==> src/hw/cmp_filter_consts.vh <==
`ifndef CMP_FILTER_CONSTS_VH
`define CMP_FILTER_CONSTS_VH

// register byte addresses
`define OFS_MASK_GATING 8'h00
`define OFS_FILTER_CTRL 8'h04
`define OFS_STATUS 8'h08

// reset values
`define RST_MASK_GATING 16'h0000
`define RST_FILTER_CTRL 16'h0000

// mask gating control fields
`define MSK_AND_IN_A_INV 0
`define MSK_AND_IN_A 1
`define MSK_AND_IN_B_INV 2
`define MSK_AND_IN_B 3
`define MSK_AND_IN_C_INV 4
`define MSK_AND_IN_C 5
`define MSK_AND_OUT 6
`define MSK_AND_OUT_INV 7
`define MSK_UNUSED_BIT 14
`define MSK_WRITE_MASK 16'hBFFF

// filter control fields
`define FLT_DIV_LO 0
`define FLT_DIV_HI 2
`define FLT_ENABLE 3
`define FLT_SEL_LO 4
`define FLT_SEL_HI 6
`define FLT_WRITE_MASK 16'h007F

// filter clock source codes
`define SRC_PERIPHERAL 3'h0
`define SRC_OSCILLATOR 3'h1
`define SRC_PWM_SYNC 3'h2
`define SRC_RESERVED 3'h3
`define SRC_TIMER_TWO 3'h4
`define SRC_TIMER_THREE 3'h5
`define SRC_TIMER_FOUR 3'h6

// status register fields
`define STS_RAW 0
`define STS_MASKED 1
`define STS_FILTERED 2
`define STS_BLANK 3
`define STS_AND_RESULT 4

// filter settles after this many agreeing samples
`define FILTER_SAMPLES 3

`endif

==> src/hw/comparator_mask_and_filter.v <==
// The implementer's own choices: the address map and the APB slave port.
`timescale 1ns/1ns
`include "cmp_filter_consts.vh"

module comparator_mask_and_filter (
  input wire pclk,
  input wire presetn,
  input wire psel,
  input wire penable,
  input wire pwrite,
  input wire [7:0] paddr,
  input wire [31:0] pwdata,
  output reg [31:0] prdata,
  output wire pready,
  output wire pslverr,
  input wire comparator_raw,
  input wire mask_source_a,
  input wire mask_source_b,
  input wire mask_source_c,
  input wire timer_four_clock,
  input wire timer_three_clock,
  input wire timer_two_clock,
  input wire pwm_sync_output_one,
  input wire oscillator_clock,
  output reg comparator_output,
  output reg blank_active
);

  // register storage
  reg [15:0] comparator_mask_gating_control;
  reg [15:0] comparator_filter_control;

  // pin synchronisers: first stage is read only by the second
  reg [3:0] pin_meta;
  reg [3:0] pin_sync;

  // gating network
  reg and_gate_result;
  reg any_and_input;
  reg next_blank;

  // blanking hold
  reg held_level;
  wire masked_level;
  wire filtered_level;
  wire filter_tick;

  // bus decode
  wire setup_phase;
  wire access_phase;
  wire write_strobe;
  wire hit_mask;
  wire hit_filter;
  wire hit_status;
  wire addr_valid;
  reg [31:0] next_prdata;

  // field views
  wire and_out_to_or_enable;
  wire and_out_inv_to_or_enable;
  wire and_in_c_enable;
  wire and_in_c_inv_enable;
  wire and_in_b_enable;
  wire and_in_b_inv_enable;
  wire and_in_a_enable;
  wire and_in_a_inv_enable;
  wire [2:0] filter_clock_select;
  wire filter_enable;
  wire [2:0] filter_clock_divide;
  wire sync_a;
  wire sync_b;
  wire sync_c;
  wire sync_cmp;

  // one source into the AND gate; both polarities at once force the term low
  function gate_term;
    input src;
    input true_en;
    input inv_en;
    begin
      gate_term = (~true_en | src) & (~inv_en | ~src);
    end
  endfunction

  // word address compare, low two bits ignored for aligned words
  function addr_is;
    input [7:0] addr;
    input [7:0] ofs;
    begin
      addr_is = (addr[7:2] == ofs[7:2]);
    end
  endfunction

  // synchronisers
  always @(posedge pclk or negedge presetn) begin
    if (!presetn) begin
      pin_meta <= 4'h0;
      pin_sync <= 4'h0;
    end else begin
      pin_meta <= {comparator_raw, mask_source_c, mask_source_b, mask_source_a};
      pin_sync <= pin_meta;
    end
  end

  assign sync_a = pin_sync[0];
  assign sync_b = pin_sync[1];
  assign sync_c = pin_sync[2];
  assign sync_cmp = pin_sync[3];

  // register fields as named enables
  assign and_out_to_or_enable = comparator_mask_gating_control[`MSK_AND_OUT];
  assign and_out_inv_to_or_enable = comparator_mask_gating_control[`MSK_AND_OUT_INV];
  assign and_in_c_enable = comparator_mask_gating_control[`MSK_AND_IN_C];
  assign and_in_c_inv_enable = comparator_mask_gating_control[`MSK_AND_IN_C_INV];
  assign and_in_b_enable = comparator_mask_gating_control[`MSK_AND_IN_B];
  assign and_in_b_inv_enable = comparator_mask_gating_control[`MSK_AND_IN_B_INV];
  assign and_in_a_enable = comparator_mask_gating_control[`MSK_AND_IN_A];
  assign and_in_a_inv_enable = comparator_mask_gating_control[`MSK_AND_IN_A_INV];

  assign filter_clock_select = comparator_filter_control[`FLT_SEL_HI:`FLT_SEL_LO];
  assign filter_enable = comparator_filter_control[`FLT_ENABLE];
  assign filter_clock_divide = comparator_filter_control[`FLT_DIV_HI:`FLT_DIV_LO];

  // AND/OR gating network
  // an AND gate with no input connected reads low, so an empty mask blanks only when the inverted AND output is routed to the OR
  always @* begin
    any_and_input = and_in_a_enable | and_in_a_inv_enable |
                    and_in_b_enable | and_in_b_inv_enable |
                    and_in_c_enable | and_in_c_inv_enable;
    and_gate_result = any_and_input;
    and_gate_result = and_gate_result & gate_term(sync_c, and_in_c_enable, 1'b0);
    and_gate_result = and_gate_result & gate_term(sync_c, 1'b0, and_in_c_inv_enable);
    and_gate_result = and_gate_result & gate_term(sync_b, and_in_b_enable, 1'b0);
    and_gate_result = and_gate_result & gate_term(sync_b, 1'b0, and_in_b_inv_enable);
    and_gate_result = and_gate_result & gate_term(sync_a, and_in_a_enable, 1'b0);
    and_gate_result = and_gate_result & gate_term(sync_a, 1'b0, and_in_a_inv_enable);
    next_blank = 1'b0;
    if (and_out_to_or_enable) begin
      next_blank = next_blank | and_gate_result;
    end
    if (and_out_inv_to_or_enable) begin
      next_blank = next_blank | ~and_gate_result;
    end
  end

  // blanking
  // while blanked the comparator level is frozen at its last unblanked value
  always @(posedge pclk or negedge presetn) begin
    if (!presetn) begin
      blank_active <= 1'b0;
      held_level <= 1'b0;
    end else begin
      blank_active <= next_blank;
      if (!next_blank) begin
        held_level <= sync_cmp;
      end
    end
  end

  assign masked_level = next_blank ? held_level : sync_cmp;

  // filter clock and filter
  filter_clock_divider u_divider (
    .pclk(pclk),
    .presetn(presetn),
    .filter_clock_select(filter_clock_select),
    .filter_clock_divide(filter_clock_divide),
    .timer_four_clock(timer_four_clock),
    .timer_three_clock(timer_three_clock),
    .timer_two_clock(timer_two_clock),
    .pwm_sync_output_one(pwm_sync_output_one),
    .oscillator_clock(oscillator_clock),
    .filter_tick(filter_tick)
  );

  comparator_digital_filter u_filter (
    .pclk(pclk),
    .presetn(presetn),
    .filter_enable(filter_enable),
    .filter_tick(filter_tick),
    .sample_in(masked_level),
    .filtered_out(filtered_level)
  );

  always @(posedge pclk or negedge presetn) begin
    if (!presetn) begin
      comparator_output <= 1'b0;
    end else begin
      comparator_output <= filtered_level;
    end
  end

  // APB slave
  // zero wait states: read data is captured in the setup cycle
  assign setup_phase = psel & ~penable;
  assign access_phase = psel & penable;
  assign hit_mask = addr_is(paddr, `OFS_MASK_GATING);
  assign hit_filter = addr_is(paddr, `OFS_FILTER_CTRL);
  assign hit_status = addr_is(paddr, `OFS_STATUS);
  assign addr_valid = hit_mask | hit_filter | (hit_status & ~pwrite);
  assign pready = 1'b1;
  assign pslverr = access_phase & ~addr_valid;
  assign write_strobe = access_phase & pwrite & addr_valid;

  always @(posedge pclk or negedge presetn) begin
    if (!presetn) begin
      comparator_mask_gating_control <= `RST_MASK_GATING;
      comparator_filter_control <= `RST_FILTER_CTRL;
    end else if (write_strobe) begin
      if (hit_mask) begin
        comparator_mask_gating_control <= pwdata[15:0] & `MSK_WRITE_MASK;
      end
      if (hit_filter) begin
        comparator_filter_control <= pwdata[15:0] & `FLT_WRITE_MASK;
      end
    end
  end

  always @* begin
    next_prdata = 32'h0000_0000;
    if (hit_mask) begin
      next_prdata[15:0] = comparator_mask_gating_control;
    end else if (hit_filter) begin
      next_prdata[15:0] = comparator_filter_control;
    end else if (hit_status) begin
      next_prdata[`STS_RAW] = sync_cmp;
      next_prdata[`STS_MASKED] = masked_level;
      next_prdata[`STS_FILTERED] = filtered_level;
      next_prdata[`STS_BLANK] = blank_active;
      next_prdata[`STS_AND_RESULT] = and_gate_result;
    end
  end

  // status is a snapshot taken one cycle before the access phase
  always @(posedge pclk or negedge presetn) begin
    if (!presetn) begin
      prdata <= 32'h0000_0000;
    end else if (setup_phase) begin
      prdata <= pwrite ? 32'h0000_0000 : next_prdata;
    end
  end

endmodule

==> src/hw/filter_clock_divider.v <==
`timescale 1ns/1ns
`include "cmp_filter_consts.vh"

module filter_clock_divider (
  input wire pclk,
  input wire presetn,
  input wire [2:0] filter_clock_select,
  input wire [2:0] filter_clock_divide,
  input wire timer_four_clock,
  input wire timer_three_clock,
  input wire timer_two_clock,
  input wire pwm_sync_output_one,
  input wire oscillator_clock,
  output reg filter_tick
);

  // two stages per pin, a third stage only for edge detection
  reg [4:0] sync_a;
  reg [4:0] sync_b;
  reg [4:0] sync_c;
  reg src_tick;
  reg [6:0] count;
  wire [6:0] limit;

  // oscillator clock faster than pclk/2 is undersampled; timer sources are expected slower
  always @(posedge pclk or negedge presetn) begin
    if (!presetn) begin
      sync_a <= 5'h00;
      sync_b <= 5'h00;
      sync_c <= 5'h00;
    end else begin
      sync_a <= {oscillator_clock, pwm_sync_output_one, timer_two_clock, timer_three_clock, timer_four_clock};
      sync_b <= sync_a;
      sync_c <= sync_b;
    end
  end

  function [6:0] div_limit;
    input [2:0] code;
    begin
      div_limit = (7'h01 << code) - 7'h01;
    end
  endfunction

  assign limit = div_limit(filter_clock_divide);

  always @* begin
    case (filter_clock_select)
      `SRC_PERIPHERAL: src_tick = 1'b1;
      `SRC_OSCILLATOR: src_tick = sync_b[4] & ~sync_c[4];
      `SRC_PWM_SYNC: src_tick = sync_b[3] & ~sync_c[3];
      `SRC_TIMER_TWO: src_tick = sync_b[2] & ~sync_c[2];
      `SRC_TIMER_THREE: src_tick = sync_b[1] & ~sync_c[1];
      `SRC_TIMER_FOUR: src_tick = sync_b[0] & ~sync_c[0];
      default: src_tick = 1'b0;
    endcase
  end

  // >= keeps the divider from stalling when the ratio shrinks mid count
  always @(posedge pclk or negedge presetn) begin
    if (!presetn) begin
      count <= 7'h00;
      filter_tick <= 1'b0;
    end else begin
      filter_tick <= 1'b0;
      if (src_tick) begin
        if (count >= limit) begin
          count <= 7'h00;
          filter_tick <= 1'b1;
        end else begin
          count <= count + 7'h01;
        end
      end
    end
  end

endmodule

==> src/hw/comparator_digital_filter.v <==
`timescale 1ns/1ns
`include "cmp_filter_consts.vh"

module comparator_digital_filter (
  input wire pclk,
  input wire presetn,
  input wire filter_enable,
  input wire filter_tick,
  input wire sample_in,
  output reg filtered_out
);

  reg [`FILTER_SAMPLES-1:0] history;
  wire all_high;
  wire all_low;

  assign all_high = &history;
  assign all_low = ~(|history);

  always @(posedge pclk or negedge presetn) begin
    if (!presetn) begin
      history <= {`FILTER_SAMPLES{1'b0}};
      filtered_out <= 1'b0;
    end else if (!filter_enable) begin
      // bypass; history tracks input so re-enabling causes no glitch
      history <= {`FILTER_SAMPLES{sample_in}};
      filtered_out <= sample_in;
    end else begin
      if (filter_tick) begin
        history <= {history[`FILTER_SAMPLES-2:0], sample_in};
      end
      if (all_high) begin
        filtered_out <= 1'b1;
      end else if (all_low) begin
        filtered_out <= 1'b0;
      end
    end
  end

endmodule

==> config.mk <==
export PLATFORM = sky130hd
export DESIGN_NAME = comparator_mask_and_filter
export DESIGN_NICKNAME = d
export VERILOG_FILES = /design/src/hw/comparator_mask_and_filter.v /design/src/hw/filter_clock_divider.v /design/src/hw/comparator_digital_filter.v
export VERILOG_INCLUDE_DIRS = /design/src /design/src/hw
export SDC_FILE = /design/constraint.sdc
export NUM_CORES = 1
export LEC_CHECK = 0
export BUFFER_PORTS_ARGS = -buffer_cell sky130_fd_sc_hd__buf_2
export CAP_MARGIN = 20
export CORE_ASPECT_RATIO = 1.25
export CORE_MARGIN = 4
export CORE_UTILIZATION = 47
export DETAILED_ROUTE_END_ITERATION = 8
export PLACE_DENSITY = 0.79
export SLEW_MARGIN = 25
export SYNTH_ARGS = -nofsm -noshare
export SYNTH_HDL_FRONTEND = slang
export SYNTH_HIERARCHICAL = 1
export SYNTH_SLANG_ARGS = --single-unit
==> constraint.sdc <==
create_clock -name pclk -period 1.98 [get_ports pclk]
set_clock_uncertainty 0.15 [all_clocks]
set_input_delay 0.099 -clock pclk [delete_from_list [all_inputs] [get_ports pclk]]
set_output_delay 0.099 -clock pclk [all_outputs]
set_load 0.01 [all_outputs]
==> flow_metrics.tcl, run 1 <==
set metrics [dict create \
    hold_path_class "in2reg" \
    rows 33 \
    finalCritPeriodShare 1.13 \
    yosys.area_share.simple 0.102 \
    antenna_cells 0 \
    cp_top_family "simple AND/OR/NAND/NOR gates" \
    synth_compound_area_frac 0.108 \
    synth.avg_cell_area_sq_um 12.4 \
    hold_violations 0 \
    drive_above_1_share 0.375 \
    nets 436 \
    drt-initial-drc-count 163 \
    crit_chain "or3_1 > ha_1 > nand2b_4 > a31oi_4 > o21a_4 > and3_4 > a221o_1" \
    synth_fa_ha_area_frac 0.0305 \
    synth.top_cell.area_share 0.571 \
    path_class "reg2reg" \
    power_density_nw_per_um2 827 \
    synthCells 265 \
    max_cap_violations 0 \
    cts_buffer_depth 2 \
    cp_max_fo 5 \
    slew_viol_final 0 \
    violations "negative setup slack" \
    cp_data_arrival_time_ns 2.31 \
    syn_area_sq_um 3290 \
    synthXorXnorAreaFrac 0 \
    fin_ws_ns -0.249 \
    synth_top_family_by_area "multiplexers" \
    critPathLaunchType "register" \
    ir_worst_vdd_mv 0.824 \
    wirelength_um 6840 \
    dp_hpwl_um 4670 \
    max_clock_freq_mhz 449 \
    rsz0062_at_grt "yes" \
    first_pass_iters 4 \
    dieArea_sq_um 8400 \
    cts_inserted_buffers 9 \
    status "finished with violations" \
    gp_congestion 0.776 \
    r2r_slack_ns -0.25 \
    finalSetupViolCount 13 \
    insertion_delay_ns 0.34 \
    wl_per_cell_um 14.7 \
    slowest_delay_ns 0.40 \
    yosysTopAreaCell "dfrtp_1" \
    clock-root-buffer "clkbuf_8" \
    ant_nets 0 \
    post-place-ws_ns -0.201 \
    grt_use_total 0.178 \
    synth_cell_types 42 \
    ys_top_cells_by_count "dfrtp_1 (75), mux2_2 (24), buf_4 (18)" \
    via_per_inst 5.15 \
    cts.sinks 75 \
    p_leak_uw 0.00219 \
    synthMuxAreaShare 0.120 \
    cp_slowest_cell "or3_1" \
    synth_edf_count 0 \
    dominantRegCellSynth "dfrtp_1" \
    hold-worst-slack_ns 0.104 \
    coreArea_sq_um 6690 \
    grt_max_degree 76 \
    ys_seq_elements 75 \
    synth_warnings 6 \
    grt_pass1_vias 2409 \
    grt_pass1_wl_um 11200 \
    die_y_um 101 \
    cts_tree "built" \
    cp-end-kind "register" \
    die_x_um 82.8 \
    io_buffers 52 \
    clk_pin_slew_worst_paths_ns 0.08 \
    cp_num_buf_inv 0 \
    yosys-top-cells-area "dfrtp_1 (57%), mux2_2 (8.2%), buf_4 (4.1%)" \
    synth_most_common_cell "dfrtp_1" \
    yosysSeqAreaShare 0.571 \
    ys_async_sr_fraction 1.00 \
    initial_core_util 0.491 \
    cp_data_required_time_ns 2.06 \
    antenna_found_initial 0 \
    cts_max_level 3 \
    gr-total-overflow 0 \
    area_delta_synth_final_pct 32.6 \
    drc 0 \
    num_vias 2402 \
    post-route-min-period_ns 2.23 \
    pin_count 90 \
]
## report_power, final
part           leakage, uW  internal, uW  switching [uW]
registers         0.000970          1610            61.1
logic              0.00110           267             269
clock network     0.000121           842             552
## per-stage QoR
step	utilization	std cells	area (sq um)	setup TNS (ns)	power (uW)
after CTS	0.642	464	4290	-1.38	3580
after detailed placement	0.561	422	3750	-3.02	2100
final	0.651	466	4360	-1.48	3600
after global routing	0.651	466	4360	-2.03	3760
after global placement	0.561	422	3750	-2.05	2080
after floorplan	-	281	3350	-0.435	1940
## worst reg2reg max path, cell delays in order (launching register included)
cell	delay (ns)
dfrtp_1	0.39
or3_1	0.40
ha_1	0.30
nand2b_4	0.14
a31oi_4	0.10
o21a_4	0.23
and3_4	0.16
a221o_1	0.26
## cell usage in the layout (no fill, tap or decap), types with 4 or more instances in the layout
cell            n
inv_1          12
dlygate4sd3_1  26
nand3_1         9
conb_1         18
o21ai_0        10
ha_1            8
a22o_1         12
a21oi_1         8
mux2_2         23
nand2_1        13
buf_4          26
buf_2          52
dfrtp_1        75
nor2_1          8
clkbuf_8        9
mux2i_1        11
nand2b_1        4
## state kept, by name (all words and copies together), names as in the netlist
register                        cells
comparator_mask_gating_control     15
prdata                             15
comparator_filter_control           7
u_divider/count                     7
u_divider/sync_a                    5
u_divider/sync_b                    5
u_divider/sync_c                    5
pin_meta                            4
pin_sync                            4
u_filter/history                    3
blank_active                        1
comparator_output                   1
held_level                          1
u_divider/filter_tick               1
u_filter/filtered_out               1
## worst paths after layout
check                                                  start             endpoint  cells past startpoint
worst max-delay path            comparator_filter_control[0]   u_divider/count[6]                      7
worst min-delay path                                paddr[3]            prdata[4]                      4
worst max register to register  comparator_filter_control[0]   u_divider/count[6]                      7
worst min register to register           u_divider/sync_a[0]  u_divider/sync_b[0]                      0
max in group asynchronous                            presetn          pin_sync[3]                      3
min in group asynchronous                            presetn  u_divider/sync_b[3]                      3
## cell families (layout without fill, tap and decap cells)
logic type      Yosys count  count (layout)
other cells               2              18
simple gates             57              57
compound gates           52              52
flops                    75              75
mux                      36              36
fa+ha+maj                 8               8
buf+inv                  35             133
## area by class of cell
type	count	area, sq um
fill	508	2330
inverter	12	45.0
sequential	75	1880
timing repair buffer	105	736
clock buffer	10	128
tap	87	109
clock inverter	6	113
multi-input combinational	171	1350
## per-layer routing
layer	global-route usage	vias up	wire length, um	part of all wire
li1	-	1125	-	-
met1	0.225	1169	2730	0.40
met2	0.274	81	3520	0.51
met3	0.0302	27	265	0.039
met4	0.130	0	323	0.047
met5	0	-	0	0
## what timing repair did
item / 4_1_cts / 5_1_grt
resized for setup: 9 / 12
setup buffers: 0 / 2
pin swaps: 4 / 2
endpoints found under the hold margin: 107 / 0
hold buffers: 26 / 0
endpoints found under the setup margin: 13 / 13
Power figures use the tool's default switching activity.
==> run 2: changes to the inputs <==
REMOVE_ABC_BUFFERS = 1   (was default)
==> run 2 against run 1 <==
Net effect: the flow still finishes with violations (negative setup slack); register-to-register slack gained 0.06 ns; critical path depth is the same; sequential cell count is the same; clock power shrank 11%; first-iteration DRC count shrank 39%; final area grew 0.34%; final cell count is the same; sequential share of layout area shrank 0.15 points; global-route usage shrank 0.62 points; fmax grew 2.7%; wire length grew 1.4%; via count shrank 1.2%; largest cell class unchanged.
==> flow_metrics.tcl, run 2 (synthesis results as in run 1) <==
set metrics [dict create \
    status "finished with violations" \
    violations "negative setup slack" \
    grt_use_total 0.172 \
    crit_chain "or3_1 > ha_1 > nand2b_4 > a31oi_4 > o21a_4 > and3_4 > a221o_1" \
    top_regs "comparator_mask_gating_control (15), prdata (15)" \
    max_cap_violations 0 \
    post-place-ws_ns -0.265 \
    post-route-min-period_ns 2.17 \
    finalSetupViolCount 11 \
    p_leak_uw 0.00218 \
    ant_nets 0 \
    num_vias 2372 \
    antenna_cells 0 \
    insertion_delay_ns 0.34 \
    gp_congestion 0.784 \
    clock-root-buffer "clkbuf_8" \
    hold_violations 0 \
    slowest_delay_ns 0.37 \
    drc 0 \
    initial_core_util 0.491 \
    cp_data_required_time_ns 2.06 \
    dp_hpwl_um 4760 \
    power_frac_seq 0.477 \
    cp_data_arrival_time_ns 2.25 \
    nets 436 \
    cts_max_level 3 \
    dieArea_sq_um 8400 \
    die_x_um 82.8 \
    rsz0062_at_grt "yes" \
    fin_area_sq_um 4370 \
    rows 33 \
    internal-power_uw 2630 \
    hold-worst-slack_ns 0.124 \
    grt_pass1_wl_um 10900 \
    via_per_inst 5.09 \
    io_buffers 52 \
    finalCritPeriodShare 1.10 \
    relSlewSlack 0.631 \
    switching_share 0.251 \
    fin_util 0.653 \
    cp-end-kind "register" \
    hold_path_class "in2async" \
    most-common-layout-cells "dfrtp_1 (75), buf_2 (52), dlygate4sd3_1 (26), buf_4 (24), mux2_2 (23)" \
    drive_above_1_share 0.391 \
    clkPwrFrac 0.352 \
    fin_tns_setup_ns -1.07 \
    cts_tree "built" \
    antenna_found_initial 0 \
    grt_pass1_vias 2354 \
    ir_worst_vdd_mv 0.479 \
    coreArea_sq_um 6690 \
    final_common_cell "dfrtp_1" \
    first_pass_iters 4 \
    cp_slowest_cell "dfrtp_1" \
    cts_buffer_depth 2 \
    gr-total-overflow 0 \
    area_delta_synth_final_pct 33.0 \
    critPathLaunchType "register" \
    pin_count 90 \
    cp_max_fo 5 \
    drt-initial-drc-count 99 \
    power_density_nw_per_um2 803 \
    p_switching_uw 882 \
    max_clock_freq_mhz 461 \
    wl_per_cell_um 14.9 \
    worst_pin_slew_ns 0.554 \
    wirelength_um 6940 \
    grt_max_degree 52 \
    fillCellCount 506 \
    cts_inserted_buffers 9 \
    combinationalPowerShare 0.171 \
    fin_ws_ns -0.191 \
    path_class "reg2reg" \
    placed_area_sq_um 3710 \
    clk_pin_slew_worst_paths_ns 0.08 \
    cts.sinks 75 \
    die_y_um 101 \
    slew_viol_final 0 \
]
[run 2: cell count changes in the layout (fill, tap and decap cells not counted), moves of 2 or more]
cell     change
a21oi_1      -2
a21oi_2      +2
buf_4        -2
buf_6        +2
[run 2: stage by stage]
step	total power (uW)	instances
after CTS	3400	461
after global placement	2070	417
after global routing	3670	466
final	3510	466
after detailed placement	2090	417
after floorplan	1900	258
[run 2: power by group through the flow]
stage | Sequential [uW] | Clock [uW] | Combinational, uW
2_1_floorplan | 1690 | 0 | 214
3_3_place_gp | 1700 | 0 | 375
3_5_place_dp | 1700 | 0 | 393
4_1_cts | 1670 | 1270 | 462
5_1_grt | 1690 | 1330 | 651
6_report | 1670 | 1240 | 600
[run 2: worst max-delay path, delay by kind of cell (launching register included)]
family | cells | cell delay [ns]
adder cells (fa/ha/maj) | 1 | 0.29
flip-flops | 1 | 0.37
AND/OR/NAND/NOR | 3 | 0.67
AO/OA/AOI/OAI | 3 | 0.57
[run 2: metal layers]
| metal | GRT usage | share of wire | vias to the layer above |
|---|---|---|---|
| met2 | 0.278 | 0.53 | 73 |
| met1 | 0.214 | 0.39 | 1149 |
| li1 | - | - | 1129 |
| met5 | 0 | 0 | - |
| met4 | 0.101 | 0.034 | 0 |
| met3 | 0.0320 | 0.046 | 21 |
[run 2: final timing paths]
path / start / end / slack (ns) / cells after the start
worst max-delay path: comparator_filter_control[1] / u_divider/count[6] / -0.19 / 7
worst min-delay path: presetn / u_divider/sync_a[3] / 0.12 / 2
max in group asynchronous: presetn / u_filter/history[0] / 0.91 / 3
min in group pclk: paddr[3] / prdata[4] / 0.13 / 4
worst min register to register: pin_meta[2] / pin_sync[2] / 0.20 / 0
worst max register to register: comparator_filter_control[1] / u_divider/count[6] / -0.19 / 7
[run 2: what timing repair did]
| action | 4_1_cts | 5_1_grt |
|---|---|---|
| endpoints found under the hold margin | 56 | 0 |
| hold buffers | 26 | 0 |
| pin swaps | 5 | 6 |
| buffers inserted | 2 | 5 |
| endpoints found under the setup margin | 13 | 13 |
| resized for setup | 10 | 22 |
[run 2: cell type report]
class,instances,area (sq um),share of cell area
Tap cell,87,109,0.0249
Multi-Input combinational cell,171,1390,0.317
Clock buffer,11,131,0.0301
Clock inverter,5,77.6,0.0177
Inverter,12,45.0,0.0103
Timing Repair Buffer,105,743,0.170
Sequential cell,75,1880,0.429
==> run 3: changes to the inputs <==
BUFFER_PORTS_ARGS = -buffer_cell sky130_fd_sc_hd__clkbuf_2   (was -buffer_cell sky130_fd_sc_hd__buf_2)
CORE_UTILIZATION = 56   (was 47)
PLACE_DENSITY = 0.88   (was 0.79)
clock period = 2.6 ns   (was 1.98 ns; I/O delays follow)
==> run 3 against run 2 <==
Net effect: the run now ends clean; sequential power decreased by 23%; global-route usage increased by 4.2 points; non-clock buffer count fell by 22; sequential share of layout area grew 3.4 points; wire length down 0.52%; critical path depth did not move; sequential cell count unchanged; via count shrank 0.72%; worst setup slack improved by 0.44 ns; clock power is 22% lower; clock-buffer cell count fell by 1; fmax shrank 7.7%; critical path type unchanged; largest cell class unchanged; largest power group unchanged; highest routed layer unchanged.
==> flow_metrics.tcl, run 3 (synthesis results as in run 1) <==
set metrics [dict create \
    holdCritStartpoint "paddr[3]" \
    wl_per_cell_um 16.4 \
    cp_data_required_time_ns 2.68 \
    drive_above_1_share 0.300 \
    coreArea_sq_um 5560 \
    cp_data_arrival_time_ns 2.43 \
    rr_worst_depth 7 \
    grt_pass1_wl_um 11800 \
    placed_area_sq_um 3570 \
    register_area_sq_um 1880 \
    switching_share 0.252 \
    cp_max_fo 9 \
    drt-initial-drc-count 263 \
    power_frac_seq 0.501 \
    r2r-end "u_divider/count[6]" \
    ir_worst_vdd_mv 0.487 \
    most-common-layout-cells "dfrtp_1 (75), clkbuf_2 (51), dlygate4sd3_1 (26), mux2_2 (24), conb_1 (18)" \
    cp-end-kind "register" \
    relSlewSlack 0.501 \
    critPathLaunchType "register" \
    area_delta_synth_final_pct 23.2 \
    finalCritPeriodShare 0.904 \
    drc 0 \
    path_class "reg2reg" \
    dieArea_sq_um 7160 \
    rows 30 \
    postCtsSetupBuffers 0 \
    fillCellCount 377 \
    r2r_slack_ns 0.25 \
    worst_pin_slew_ns 0.748 \
    rsz0062_at_grt "no" \
    multi_input_area_sq_um 1260 \
    finalSetupViolCount 0 \
    die_x_um 76.5 \
    clock-root-buffer "clkbuf_8" \
    cts_inserted_buffers 9 \
    grt_pass1_vias 2493 \
    gr-total-overflow 0 \
    p_leak_uw 0.00203 \
    insertion_delay_ns 0.34 \
    wirelength_um 6900 \
    whs_endpoint "prdata[4]" \
    num_vias 2355 \
    clkPwrFrac 0.381 \
    p_switching_uw 641 \
    antenna_cells 0 \
    internal-power_uw 1910 \
    grtUsageMet3 0.0424 \
    initial_core_util 0.591 \
    cts_max_level 3 \
    slew_viol_final 0 \
    via_per_inst 5.59 \
    io_buffers 52 \
    antenna_found_initial 0 \
    post-route-min-period_ns 2.35 \
    die_y_um 93.6 \
    dp_hpwl_um 4560 \
    hold-worst-slack_ns 0.147 \
    cts_tree "built" \
    hold_depth 4 \
    cts.sinks 75 \
    status "finished, final reports clean" \
    combinationalPowerShare 0.119 \
    grt_use_met2 0.353 \
    p_total_uw 2550 \
    fin_util 0.729 \
    gp_congestion 0.794 \
    top_regs "comparator_mask_gating_control (15), prdata (15)" \
    grt_max_degree 76 \
    cts_buffer_depth 2 \
    fin_area_sq_um 4050 \
    final_common_cell "dfrtp_1" \
    grt_use_total 0.214 \
    power_density_nw_per_um2 630 \
    max_cap_violations 0 \
    max_clock_freq_mhz 425 \
    nets 414 \
    met1_usage 0.260 \
    clk_pin_slew_worst_paths_ns 0.08 \
    grt_busiest_layer "met2" \
    reg2reg_from "comparator_filter_control[2]" \
    first_pass_iters 4 \
    pin_count 90 \
    hold_path_class "in2reg" \
    hold_violations 0 \
    ant_nets 0 \
    fin_tns_setup_ns 0 \
]
[run 3: how the worst max path moves through the flow]
| stage | startpoint | depth (start not counted) | to | slack (ns) |
|---|---|---|---|---|
| after global routing | comparator_filter_control[2] | 7 | u_divider/count[2] | 0.12 |
| after CTS | comparator_filter_control[2] | 7 | u_divider/count[2] | 0.19 |
| final | comparator_filter_control[2] | 7 | u_divider/count[6] | 0.25 |
| after global placement | comparator_filter_control[2] | 7 | u_divider/count[6] | 0.29 |
| after detailed placement | comparator_filter_control[2] | 7 | u_divider/count[6] | 0.19 |
| after floorplan | comparator_filter_control[1] | 7 | u_divider/count[3] | 0.46 |
[run 3: per-stage QoR]
step | setup WS [ns] | instances
5_1_grt | 0.121 | 421
3_5_place_dp | 0.192 | 379
4_1_cts | 0.186 | 421
3_3_place_gp | 0.294 | 379
6_report | 0.249 | 421
2_1_floorplan | 0.460 | 258
[run 3: critical path, cell delays in order (launching register included)]
cell      delay, ns
dfrtp_1        0.47
or3_1          0.38
ha_1           0.27
nand2b_1       0.11
a31oi_1        0.11
o21ai_0        0.30
a21oi_2        0.12
a221o_1        0.33
[run 3: repair_timing]
item	4_1_cts	5_1_grt
gates resized for setup	0	1
endpoints found under the setup margin	0	3
hold buffers	26	0
endpoints found under the hold margin	107	0
[run 3: cell type report]
type | instances | area share
clock buffer | 10 | 0.0315
clock inverter | 6 | 0.0222
inverter | 12 | 0.0111
multi-input combinational | 171 | 0.311
sequential | 75 | 0.464
tap | 64 | 0.0198
timing repair buffer | 83 | 0.141
[run 3: routing by layer]
| layer | wire length [um] | share of wire |
|---|---|---|
| met3 | 353 | 0.051 |
| met1 | 2680 | 0.39 |
| met2 | 3640 | 0.53 |
| met5 | 0 | 0 |
| met4 | 223 | 0.032 |
[run 3: power groups by stage]
stage	clock (uW)	sequential [uW]	combinational, uW
floorplan	0	1290	163
global placement	0	1290	251
detailed placement	0	1300	264
CTS	979	1280	298
global route	1050	1290	340
finish	971	1280	302
